[src/pkg/fbio_pkg.sv]
package fbio_pkg;
  // Register bus widths
  localparam int ADDR_W = 8;
  localparam int DATA_W = 4;
  localparam int PINS   = 4;

  // Register offsets
  localparam logic [ADDR_W-1:0] OFS_MASK_SDIR = 8'hE9;
  localparam logic [ADDR_W-1:0] OFS_FLAGS     = 8'hED;
  localparam logic [ADDR_W-1:0] OFS_PIN_DATA  = 8'hF6;
  localparam logic [ADDR_W-1:0] OFS_PULL_DIR  = 8'hFC;

  // Field positions
  localparam int BIT_SER_MASK = 0;
  localparam int BIT_SER_DIR  = 1;
  localparam int BIT_PORT_MSK = 2;
  localparam int BIT_KEY_FLAG = 0;
  localparam int BIT_PORT_FLG = 1;
  localparam int BIT_DIR      = 0;
  localparam int BIT_PULLUP   = 1;

  // Values after reset
  localparam logic RST_DIR      = 1'b0;
  localparam logic RST_PULLUP   = 1'b0;
  localparam logic RST_PORT_MSK = 1'b0;
  localparam logic RST_SER_MASK = 1'b0;
  localparam logic RST_SER_DIR  = 1'b0;
  localparam logic RST_FLAG     = 1'b0;
  localparam logic [DATA_W-1:0] RST_PIN_DATA = 4'h0;

  // Per-pin terminal configuration codes
  typedef enum logic [1:0] {
    FBIO_CFG_IO     = 2'h0,
    FBIO_CFG_INPUT  = 2'h1,
    FBIO_CFG_SERIAL = 2'h3
  } fbio_cfg_t;

  // Noise filter sampling: half period of the sampling clock in ns
  localparam int SYS_PERIOD_NS   = 4;
  localparam int SAMPLE_HALF_NS  = 40;
  localparam int SAMPLE_HALF_CYC = (SAMPLE_HALF_NS + SYS_PERIOD_NS - 1) / SYS_PERIOD_NS;
endpackage

[src/pkg/fbio_flt_if.sv]
`timescale 1ns/1ns
interface fbio_flt_if;
  import fbio_pkg::*;
  logic [PINS-1:0] raw;
  logic [PINS-1:0] filt;
  modport port   (output raw, input filt);
  modport filter (input raw, output filt);
endinterface

[src/hw/fbio_port.sv]
// How it works
// - Output mode drives each I/O pin with its stored data bit.
// - Data register accepts writes in input mode too.
// - Reading port data returns sampled pin levels, not stored value.
// - Direction bit sets output when one; readable; resets to zero.
// - Direction bit does not affect serial or input-only pins.
// - Pull-up bit enables I/O-pin pull-ups when set; readable; resets zero.
// - Output mode forces I/O-pin pull-ups off.
// - Input-only pins keep pull-up on always.
// - Port interrupt mask bit enables interrupt; readable; resets zero.
// - Falling edge on selected input-only pin sets port flag while port mask is set.
// - Port flag clears on read; writes ignored.
// - Port flag is zero after reset.
// - Serial pin direction bit: one output, zero input; resets zero.
// - Serial interrupt mask bit enables serial interrupt; resets zero.
// - Key flag in bit zero, read-only, reset zero, clears on read.
// - Input interrupt raised only while port mask enables it.
// - Optional filter rejects short pulses, accepts lows of 1.5 cycles.
`timescale 1ns/1ns
module fbio_port #(
  parameter logic [1:0] PIN0_CFG  = 2'h0,
  parameter logic [1:0] PIN1_CFG  = 2'h0,
  parameter logic [1:0] PIN2_CFG  = 2'h0,
  parameter logic [1:0] PIN3_CFG  = 2'h1,
  parameter logic [3:0] IRQ_SRC   = 4'hA,
  parameter logic [3:0] FILTER_EN = 4'hF,
  parameter int         HALF_CYC  = fbio_pkg::SAMPLE_HALF_CYC
) (
  input  wire logic                         sys_clk,
  input  wire logic                         reset_n,
  input  wire logic [fbio_pkg::ADDR_W-1:0]  addr,
  input  wire logic [fbio_pkg::DATA_W-1:0]  wr_data,
  input  wire logic                         wr_en,
  input  wire logic                         rd_en,
  output      logic [fbio_pkg::DATA_W-1:0]  rd_data,
  input  wire logic [fbio_pkg::PINS-1:0]    pin_in,
  output      logic [fbio_pkg::PINS-1:0]    pin_out,
  output      logic [fbio_pkg::PINS-1:0]    pin_oe,
  output      logic [fbio_pkg::PINS-1:0]    pin_pullup,
  input  wire logic                         key_irq_event,
  output      logic                         serial_pin_direction,
  output      logic                         serial_irq_mask_bit,
  output      logic                         port_irq_req
);
  import fbio_pkg::*;

  localparam logic [7:0] CFG_ALL = {PIN3_CFG, PIN2_CFG, PIN1_CFG, PIN0_CFG};

  logic [DATA_W-1:0] port_data;
  logic              port_direction_bit;
  logic              pullup_enable_bit;
  logic              port_irq_mask_bit;
  logic              port_irq_flag;
  logic              key_irq_flag;
  logic [PINS-1:0]   filt_prev;
  logic [PINS-1:0]   fall;
  logic              port_event;
  logic              flag_read;
  logic [DATA_W-1:0] next_rd_data;

  fbio_flt_if flt ();

  assign flt.raw = pin_in;

  fbio_noise_filter #(
    .HALF_CYC  (HALF_CYC),
    .FILTER_EN (FILTER_EN)
  ) u_filter (
    .sys_clk (sys_clk),
    .reset_n (reset_n),
    .flt     (flt.filter)
  );

  // Per-pin drive and pull-up from terminal configuration
  generate
    for (genvar i = 0; i < PINS; i++) begin : g_pin
      localparam logic [1:0] CFG = CFG_ALL[2*i+1:2*i];
      if (CFG == FBIO_CFG_IO) begin : g_io
        assign pin_oe[i]     = port_direction_bit;
        assign pin_out[i]    = port_data[i];
        assign pin_pullup[i] = pullup_enable_bit & ~port_direction_bit;
      end else if (CFG == FBIO_CFG_INPUT) begin : g_in
        assign pin_oe[i]     = 1'b0;
        assign pin_out[i]    = 1'b0;
        assign pin_pullup[i] = 1'b1;
      end else begin : g_ser
        assign pin_oe[i]     = 1'b0;
        assign pin_out[i]    = 1'b0;
        assign pin_pullup[i] = 1'b0;
      end
      // Falling edge on an input-only interrupt source
      assign fall[i] = (CFG == FBIO_CFG_INPUT) && IRQ_SRC[i] && filt_prev[i] && !flt.filt[i];
    end
  endgenerate

  assign port_event = |fall;
  assign flag_read  = rd_en && (addr == OFS_FLAGS);
  assign port_irq_req = port_irq_flag & port_irq_mask_bit;

  // Previous filtered level for edge detection
  always_ff @(posedge sys_clk or negedge reset_n) begin
    if (!reset_n) begin
      filt_prev <= 4'hF;
    end else begin
      filt_prev <= flt.filt;
    end
  end

  // Port data register, written in either mode
  always_ff @(posedge sys_clk or negedge reset_n) begin
    if (!reset_n) begin
      port_data <= RST_PIN_DATA;
    end else if (wr_en && addr == OFS_PIN_DATA) begin
      port_data <= wr_data;
    end
  end

  // Direction and pull-up control
  always_ff @(posedge sys_clk or negedge reset_n) begin
    if (!reset_n) begin
      port_direction_bit <= RST_DIR;
      pullup_enable_bit  <= RST_PULLUP;
    end else if (wr_en && addr == OFS_PULL_DIR) begin
      port_direction_bit <= wr_data[BIT_DIR];
      pullup_enable_bit  <= wr_data[BIT_PULLUP];
    end
  end

  // Mask bits and serial direction
  always_ff @(posedge sys_clk or negedge reset_n) begin
    if (!reset_n) begin
      port_irq_mask_bit    <= RST_PORT_MSK;
      serial_pin_direction <= RST_SER_DIR;
      serial_irq_mask_bit  <= RST_SER_MASK;
    end else if (wr_en && addr == OFS_MASK_SDIR) begin
      port_irq_mask_bit    <= wr_data[BIT_PORT_MSK];
      serial_pin_direction <= wr_data[BIT_SER_DIR];
      serial_irq_mask_bit  <= wr_data[BIT_SER_MASK];
    end
  end

  // Flags: set wins over clear-on-read, writes ignored
  always_ff @(posedge sys_clk or negedge reset_n) begin
    if (!reset_n) begin
      port_irq_flag <= RST_FLAG;
      key_irq_flag  <= RST_FLAG;
    end else begin
      if (port_event && port_irq_mask_bit) begin
        port_irq_flag <= 1'b1;
      end else if (flag_read) begin
        port_irq_flag <= 1'b0;
      end
      if (key_irq_event) begin
        key_irq_flag <= 1'b1;
      end else if (flag_read) begin
        key_irq_flag <= 1'b0;
      end
    end
  end

  // Read mux
  always_comb begin
    next_rd_data = 4'h0;
    unique case (addr)
      OFS_MASK_SDIR: begin
        next_rd_data[BIT_PORT_MSK] = port_irq_mask_bit;
        next_rd_data[BIT_SER_DIR]  = serial_pin_direction;
        next_rd_data[BIT_SER_MASK] = serial_irq_mask_bit;
      end
      OFS_FLAGS: begin
        next_rd_data[BIT_PORT_FLG] = port_irq_flag;
        next_rd_data[BIT_KEY_FLAG] = key_irq_flag;
      end
      OFS_PIN_DATA: begin
        next_rd_data = pin_in;
      end
      OFS_PULL_DIR: begin
        next_rd_data[BIT_DIR]    = port_direction_bit;
        next_rd_data[BIT_PULLUP] = pullup_enable_bit;
      end
      default: begin
        next_rd_data = 4'h0;
      end
    endcase
  end

  // Read data stands one cycle after the strobe only
  always_ff @(posedge sys_clk or negedge reset_n) begin
    if (!reset_n) begin
      rd_data <= 4'h0;
    end else if (rd_en) begin
      rd_data <= next_rd_data;
    end else begin
      rd_data <= 4'h0;
    end
  end
endmodule

[src/hw/fbio_noise_filter.sv]
`timescale 1ns/1ns
module fbio_noise_filter #(
  parameter int               HALF_CYC  = fbio_pkg::SAMPLE_HALF_CYC,
  parameter logic [3:0]       FILTER_EN = 4'hF
) (
  input  wire logic sys_clk,
  input  wire logic reset_n,
  fbio_flt_if.filter flt
);
  import fbio_pkg::*;

  logic [15:0]     tick_cnt;
  logic            tick;
  logic [PINS-1:0] samp;
  logic [PINS-1:0] held;

  // Half-period sampling tick
  assign tick = (tick_cnt == 16'(HALF_CYC - 1));

  always_ff @(posedge sys_clk or negedge reset_n) begin
    if (!reset_n) begin
      tick_cnt <= 16'h0000;
    end else if (tick) begin
      tick_cnt <= 16'h0000;
    end else begin
      tick_cnt <= tick_cnt + 16'h0001;
    end
  end

  // Each pin on its own accepts a level once two half-cycle samples agree
  always_ff @(posedge sys_clk or negedge reset_n) begin
    if (!reset_n) begin
      samp <= 4'hF;
      held <= 4'hF;
    end else if (tick) begin
      samp <= flt.raw;
      held <= (flt.raw & ~(samp ^ flt.raw)) | (held & (samp ^ flt.raw));
    end
  end

  // Per pin: filtered or raw
  generate
    for (genvar i = 0; i < PINS; i++) begin : g_pin
      assign flt.filt[i] = FILTER_EN[i] ? held[i] : flt.raw[i];
    end
  endgenerate
endmodule

[config.mk]
export PLATFORM = sky130hd
export DESIGN_NAME = fbio_port
export DESIGN_NICKNAME = d
export VERILOG_FILES = /design/src/pkg/fbio_pkg.sv /design/src/pkg/fbio_flt_if.sv /design/src/hw/fbio_port.sv /design/src/hw/fbio_noise_filter.sv
export SDC_FILE = /design/constraint.sdc
export NUM_CORES = 1
export LEC_CHECK = 0
export ABC_AREA = 1
export CAP_MARGIN = 20
export CORE_UTILIZATION = 55
export CTS_BUF_LIST = sky130_fd_sc_hd__clkbuf_2
export CTS_CLUSTER_DIAMETER = 60
export CTS_CLUSTER_SIZE = 24
export DETAILED_ROUTE_END_ITERATION = 8
export DONT_BUFFER_PORTS = 1
export PLACE_DENSITY_LB_ADDON = 0.3
export SLEW_MARGIN = 25
export SYNTH_ARGS = -nofsm -noshare
export SYNTH_HDL_FRONTEND = slang
export SYNTH_HIERARCHICAL = 1
export SYNTH_SLANG_ARGS = --single-unit
[constraint.sdc]
create_clock -name sys_clk -period 1.7 [get_ports sys_clk]
set_clock_uncertainty 0.2 [all_clocks]
set_input_delay 0.17 -clock sys_clk [delete_from_list [all_inputs] [get_ports sys_clk]]
set_output_delay 0.17 -clock sys_clk [all_outputs]
set_load 0.02 [all_outputs]
== After elaboration in Yosys (flattened, before gate mapping) ==
Index checks and enable logic that the tools add are counted.
Cells by class
  eq/ne operators: 5
  bitwise gates (word level): 8
  multiplexer cells: 8
  reductions and logical operators: 9
  add/subtract/negate cells: 1
Operators with widths (number)
  8-bit equality test, second input constant: 4
  16-bit by 1-bit adder with 16-bit output, second input constant: 1
  16-bit by 4-bit equality test with 1-bit output, second input constant: 1
  16-bit two-way mux: 1
  4-bit bitwise AND: 2
  2-bit case mux with 4 select lines: 1
  1-bit logical AND: 6
  1-bit two-way mux: 4
  4-bit two-way mux: 1
  4-bit NOT: 1
  4-bit bitwise OR: 1
  2-bit nonzero test: 2
  4-bit bitwise XOR: 1
  1-bit bitwise AND: 2
  1-bit case mux with 2 select lines: 1
  1-bit zero test: 1
  1-bit NOT: 1
Word-level totals
  output and inout bits: 19
  register bits: 42
  bits of input ports: 21
  logic and storage cells: 44

== Depth between registers and ports, before layout ==
Gate-level depths: netlist (run 1).
  depth in word-level cells: 4
  gate-level depth with buffers: 8
  depth with buffers taken out: 8

== Modules after synthesis ==
The synthesis (run 1) kept the hierarchy.
Modules (own cells, without submodules)
  fbio_noise_filter: area each 1358.8 µm², cells each 171, times used 1, sequential area each 610.6 µm²
  fbio_port: area each 843.3 µm², cells each 104, times used 1, sequential area each 376.6 µm²

== Least setup slack after synthesis (run 1) ==
OpenSTA, ideal clock, no wires.
  path kind: register to register
  from: reg u_filter.tick_cnt[1]
  to: reg u_filter.samp[3]
  arrival: 1103 ps
  path buffers: 0
  data required time: 1424 ps
  cell stages (with the launch flop): 8
  setup slack: 321 ps
  cells stage by stage: dfrtp_1 inv_1 ha_1 nand3_2 nor2_8 nand2_4 nand2_1 o21ai_2
Between the ends
  longest elaborated chain between the ends: 1
Ends and longest elaborated chain
  start, declared: line fbio_noise_filter.sv:12  | logic [15:0] tick_cnt;
  start signal, assigned: line fbio_noise_filter.sv:26  | tick_cnt <= tick_cnt + 16'h0001;
  16-bit by 4-bit equality test with 1-bit output: line fbio_noise_filter.sv:18  | assign tick = (tick_cnt == 16'(HALF_CYC - 1));
  end signal, assigned: line fbio_noise_filter.sv:36  | samp <= flt.raw;
  end, declared: line fbio_noise_filter.sv:14  | logic [PINS-1:0] samp;
No other way between the ends.
A chain may end at the register's enable or synchronous reset.

== Worst setup path after layout (run 1) ==
  from: in wr_en
  to: reg serial_irq_mask_bit
Between the ends
  longest elaborated chain between the ends: 1
Ends and longest elaborated chain
  start, declared: line fbio_port.sv:33  | input wire logic wr_en,
  1-bit logical AND: line fbio_port.sv:135  | end else if (wr_en && addr == OFS_MASK_SDIR) begin
  end signal, assigned: line fbio_port.sv:138  | serial_irq_mask_bit <= wr_data[BIT_SER_MASK];
  end, declared: line fbio_port.sv:42  | output logic serial_irq_mask_bit,
No other way between the ends.

==> results of run 1 <==
## layout make-up
type | instances | area [um2] | share of cell area
tap | 46 | 57.6 | 0.0239
sequential | 33 | 833 | 0.346
inverter | 30 | 113 | 0.0467
multi-input combinational | 175 | 956 | 0.396
clock buffer | 6 | 30.0 | 0.0125
clock inverter | 2 | 33.8 | 0.0140
timing repair buffer | 38 | 388 | 0.161
## power groups by stage
stage          Clock, mW  Sequential (mW)  Combinational, mW
6_report           0.509            0.830              0.154
5_1_grt            0.556            0.832              0.171
4_1_cts            0.524            0.829              0.149
3_5_place_dp           0            0.843             0.0771
3_3_place_gp           0            0.842             0.0756
2_1_floorplan          0            0.839             0.0819
## routing by layer
layer | global-route usage | share of wire | vias to the layer above | wire length [um]
met3 | 0.0630 | 0.064 | 4 | 277
met4 | 0.0779 | 0.0073 | 0 | 32
li1 | - | - | 822 | -
met2 | 0.401 | 0.51 | 59 | 2210
met5 | 0 | 0 | - | 0
met1 | 0.354 | 0.42 | 819 | 1840
## state kept, by name, summed over array words and instances (netlist names), named ones only
| signal | count |
|---|---|
| port_direction_bit | 1 |
| port_irq_flag | 1 |
| port_data | 3 |
| serial_pin_direction | 1 |
| serial_irq_mask_bit | 1 |
| port_irq_mask_bit | 1 |
| u_filter/samp | 1 |
| filt_prev | 1 |
| rd_data | 4 |
| key_irq_flag | 1 |
| pullup_enable_bit | 1 |
| u_filter/tick_cnt | 16 |
## per-stage QoR
step | setup slack, ns | hold WS (ns) | instances | cell area [um2]
after floorplan | 0.329 | -0.326 | 246 | 1930
after global placement | 0.192 | -0.325 | 286 | 1940
after detailed placement | 0.172 | -0.325 | 286 | 1940
after CTS | 0.0143 | 0.00169 | 332 | 2390
after global routing | 0.00318 | -0.0219 | 330 | 2410
final | 0.0405 | -0.0114 | 330 | 2410
## timing repair
item / 4_1_cts / 5_1_grt
hold endpoints to repair: 49 / 13
buffers inserted: 0 / 0
resized for setup: 0 / 11
endpoints found under the setup margin: 0 / 22
## worst max-delay path: cells and delay by family
kind / cells / cell delay [ns]
buffers and inverters: 3 / 1.33
and+or+nand+nor: 3 / 0.28
## final timing paths
path                                         to  slack (ns)            startpoint  cells past startpoint
hold reg to reg                    filt_prev[3]        0.22              register                      0
min in group sys_clk                 rd_data[1]        0.01               addr[5]                      6
setup / recovery            serial_irq_mask_bit        0.04                 wr_en                      6
max in group asynchronous   serial_irq_mask_bit        0.21               reset_n                      3
setup reg to reg                     rd_data[1]        0.06  serial_pin_direction                      5
hold / removal             u_filter/tick_cnt[2]       -0.01               reset_n                      2
==> reports/metrics.cfg, run 1 <==
[setup_path]
critical_path_class=input pin to register
crit_required_ns=1.81
critical-path-slowest-cell=dlygate4sd3_1
cp.arrival_ns=1.77
critPathCaptureType=register
crit_fanout=8
crit_path_cell_trace=dlygate4sd3_1 > inv_2 > nor2_4 > nand2_1 > dlygate4sd3_1 > nand2_1
slowest_delay_ns=0.62
cp-start-kind=input pin

[power_and_ir_drop]
power_mw=1.49
ir_worst_vdd_v=0.000482
leakage_nw=1.22
p_per_area_nw_per_um2=619
p_clk_frac=0.341
pwr-share-seq=0.556
power_frac_comb=0.103
p_sw_uw=370
p_int_mw=1.12
p_sw_frac=0.248

[synthesis]
yosys_warnings=6
synth_area_per_cell_um2=7.85
syn_inst=245
syn-cell-area_um2=1920

[die]
dieHeight_um=61.2
fp.coreArea_um2=3340
die_area_um2=3740
fp.dieW_um=61.2
row_count=21
start_util=0.577
io-pin-count=40

[final_layout]
fin_util=0.723
n_antenna_cell=0
final_cell_mix=nand2_1 (66), dlygate4sd3_1 (34), nor2_1 (31)
final_common_cell=nand2_1
area_delta_synth_final_pct=25.3
fill_cells=245
layout-drive-gt1-share=0.165
nets=306

[sta]
fmax_mhz=603
final-setup-viol-count=0
rsz0062_at_grt=false
hold_viol_final=13
timing.hold.ws_ns=-0.0114
tns_ns=0
period_needed_ns=1.66
timing.final.crit_share=0.976
slew_violations=0

[flow_run]
maxCapViolCount=0

[global_routing]
grt_pass1_vias=1550
grt_max_degree=14
grt_pass1_wl_um=6840
antenna_found_initial=0
grt_overflow=0
track_usage=0.256

[clock_network]
cts_root_buf=clkbuf_2
cts_tree=done
clk_pin_slew_ns=0.17
ctsHoldBuffers=38
cts-buffers-inserted=5
numClockSinks=33
h-tree-depth=2
clockBufferDepth=2
clk_latency_ns=0.37

[routing]
vias_per_cell=5.16
vias=1704
drcViolationCount=0
wl_per_cell_um=13.2
drt_iter0_drc=94
drt-total-wl_um=4360
drtAntennaViolNets=0
drt-pass1-iter-count=4

[outcome]
outcome=finished with violations
violations=hold timing

[placed_design]
hpwl_um=2600
port_buffers=0
finalWeightedCongestion=0.789

[min_path]
holdCritPathClass=input pin to async pin

(Power assumes the default switching activity.)
==> inputs of run 2 (changes only) <==
==> constraint.sdc (replaced) <==
create_clock -name sys_clk -period 2 [get_ports sys_clk]
set_clock_uncertainty 0.2 [all_clocks]
set_input_delay 0.2 -clock sys_clk [delete_from_list [all_inputs] [get_ports sys_clk]]
set_output_delay 0.2 -clock sys_clk [all_outputs]
set_load 0.02 [all_outputs]
==> reports/metrics.cfg, run 2 (synthesis results as in run 1) <==
[min_path]
holdCritPathClass=input pin to register
hold_depth=5
min_from=addr[5]

[clock_network]
numClockSinks=33  ; unchanged
cts_tree=done
cts_root_buf=clkbuf_2
clk_latency_ns=0.37  ; about the same
cts-buffers-inserted=5  ; unchanged
clk_pin_slew_ns=0.17  ; about the same
clockBufferDepth=2  ; unchanged
h-tree-depth=2  ; unchanged

[final_layout]
nets=299  ; -2.3%
final_cell_mix=nand2_1 (67), nor2_1 (33), dfrtp_1 (29)
final_common_cell=nand2_1
top_register=u_filter/tick_cnt
reg_top3=u_filter/tick_cnt x16, rd_data x4, port_data x3
n_antenna_cell=0  ; unchanged
layout-drive-gt1-share=0.152  ; -0.0139
fin_util=0.685  ; -0.0371
area_delta_synth_final_pct=18.9
largest_reg_flops=16  ; unchanged

[routing]
vias_per_cell=5.04  ; -2.4%
drtAntennaViolNets=0  ; unchanged
drt-total-wl_um=4180  ; -4.2%
vias=1628  ; -4.5%
drt-pass1-iter-count=4  ; unchanged
drt_iter0_drc=64  ; -32%
wl_per_cell_um=12.9  ; -2.2%
drcViolationCount=0  ; unchanged

[setup_path]
slowest_delay_ns=0.59  ; -0.03 ns
crit_family=buffers and inverters
crit_required_ns=2.07  ; +0.26 ns
cp.arrival_ns=2.03  ; +0.26 ns
reg2reg_from=port_direction_bit
startpoint=wr_data[1]
cp-start-kind=input pin
crit_fanout=3  ; -5
crit_path_cell_trace=dlygate4sd3_1 > nand2_1 > dlygate4sd3_1 > nand2_1 > dlygate4sd3_1
r2r_cells=5  ; unchanged
worst-path-buf-inv=3  ; unchanged
critical_path_class=input pin to register
path_depth=5  ; -1
critPathMostFrequentCell=dlygate4sd3_1
critical-path-slowest-cell=dlygate4sd3_1
critPathCaptureType=register

[die]
row_count=21  ; unchanged
io-pin-count=40  ; unchanged
dieHeight_um=61.2  ; unchanged
fp.coreArea_um2=3340  ; unchanged
start_util=0.577  ; unchanged
fp.dieW_um=61.2  ; unchanged
die_area_um2=3740  ; unchanged

[sta]
fmax_mhz=512
slew_violations=0  ; unchanged
final-setup-viol-count=0  ; unchanged
rsz0062_at_grt=false
period_needed_ns=1.95
timing.final.crit_share=0.977
layout_setup_ws_ns=0.0460  ; +0.00551 ns
timing.hold.ws_ns=0.0298  ; +0.0412 ns
tns_ns=0  ; unchanged
hold_viol_final=0  ; -13

[power_and_ir_drop]
leakage_nw=1.18  ; -3.1%
p_int_uw=820  ; -27%
p_sw_frac=0.274  ; +0.0263
p_clk_frac=0.274  ; -0.067
pwr-share-seq=0.627  ; +0.071
p_per_area_nw_per_um2=494  ; -20%
p_sw_uw=310  ; -16%
power_frac_comb=0.100  ; -0.003
ir_worst_vdd_v=0.000460  ; -4.5%

[placed_design]
finalWeightedCongestion=0.791  ; +0.18%
port_buffers=0  ; unchanged
hpwl_um=2590  ; -0.39%
pre_cts_slack_ns=0.489  ; +0.316 ns

[global_routing]
grt_pass1_vias=1479  ; -4.6%
grt_max_degree=34  ; +20
grt_overflow=0  ; unchanged
track_usage=0.248  ; -0.00804
grt_pass1_wl_um=6570  ; -4.0%
antenna_found_initial=0  ; unchanged

[flow_run]
maxCapViolCount=0  ; unchanged

[outcome]
outcome=complete, no violations

run 2: cell types whose count changed in the layout (fill, tap and decap cells not counted), sizes merged:
cell / change
clkinv: +1
dlygate4sd3: -6
buf: -1
bufinv: -1
run 2: layout make-up:
class,count,area [um2]
Fill cell,272,1050
Multi-Input combinational cell,175,926
Sequential cell,33,831
Timing Repair Buffer,31,320
Inverter,30,113
Tap cell,46,57.6
Clock buffer,6,30.0
Clock inverter,2,10.0
run 2: power groups by stage:
stage | Combinational [mW] | Clock, mW | Sequential [mW]
CTS | 0.108 | 0.320 | 0.708
finish | 0.113 | 0.309 | 0.708
detailed placement | 0.0596 | 0 | 0.720
floorplan | 0.0696 | 0 | 0.713
global placement | 0.0585 | 0 | 0.720
global route | 0.126 | 0.357 | 0.711
run 2: timing repair:
action,in CTS,in global routing
endpoints found under the hold margin,49,1
setup endpoints to repair,0,2
resized for setup,0,2
hold buffers,29,1
setup buffers,0,0
run 2: path summary, 6_finish.rpt:
path,end,slack [ns]
min in group asynchronous,key_irq_flag,0.08
min,port_data[0],0.03
max in group asynchronous,async pin,1.29
max,serial_pin_direction,0.05
max reg2reg,rd_data[0],0.25
min reg2reg,filt_prev[3],0.20
run 2: stage by stage:
step	instance area, um2	power [mW]	cells
6_report	2290	1.13	323
5_1_grt	2290	1.19	323
4_1_cts	2270	1.14	322
3_5_place_dp	1930	0.780	285
3_3_place_gp	1930	0.778	285
2_1_floorplan	1930	0.782	246
run 2: layer usage:
layer	global-route usage	part of all wire	vias up
met5	0	0	-
met4	0.123	0.023	0
met3	0.0567	0.044	11
met2	0.376	0.48	40
met1	0.336	0.45	766
li1	-	-	811
run 2: tightest hold or removal path, stage by stage:
cell	delay, ns
nand2_1	0.08
nor2_4	0.07
nand2_4	0.10
o21ai_1	0.06
nand2_1	0.06
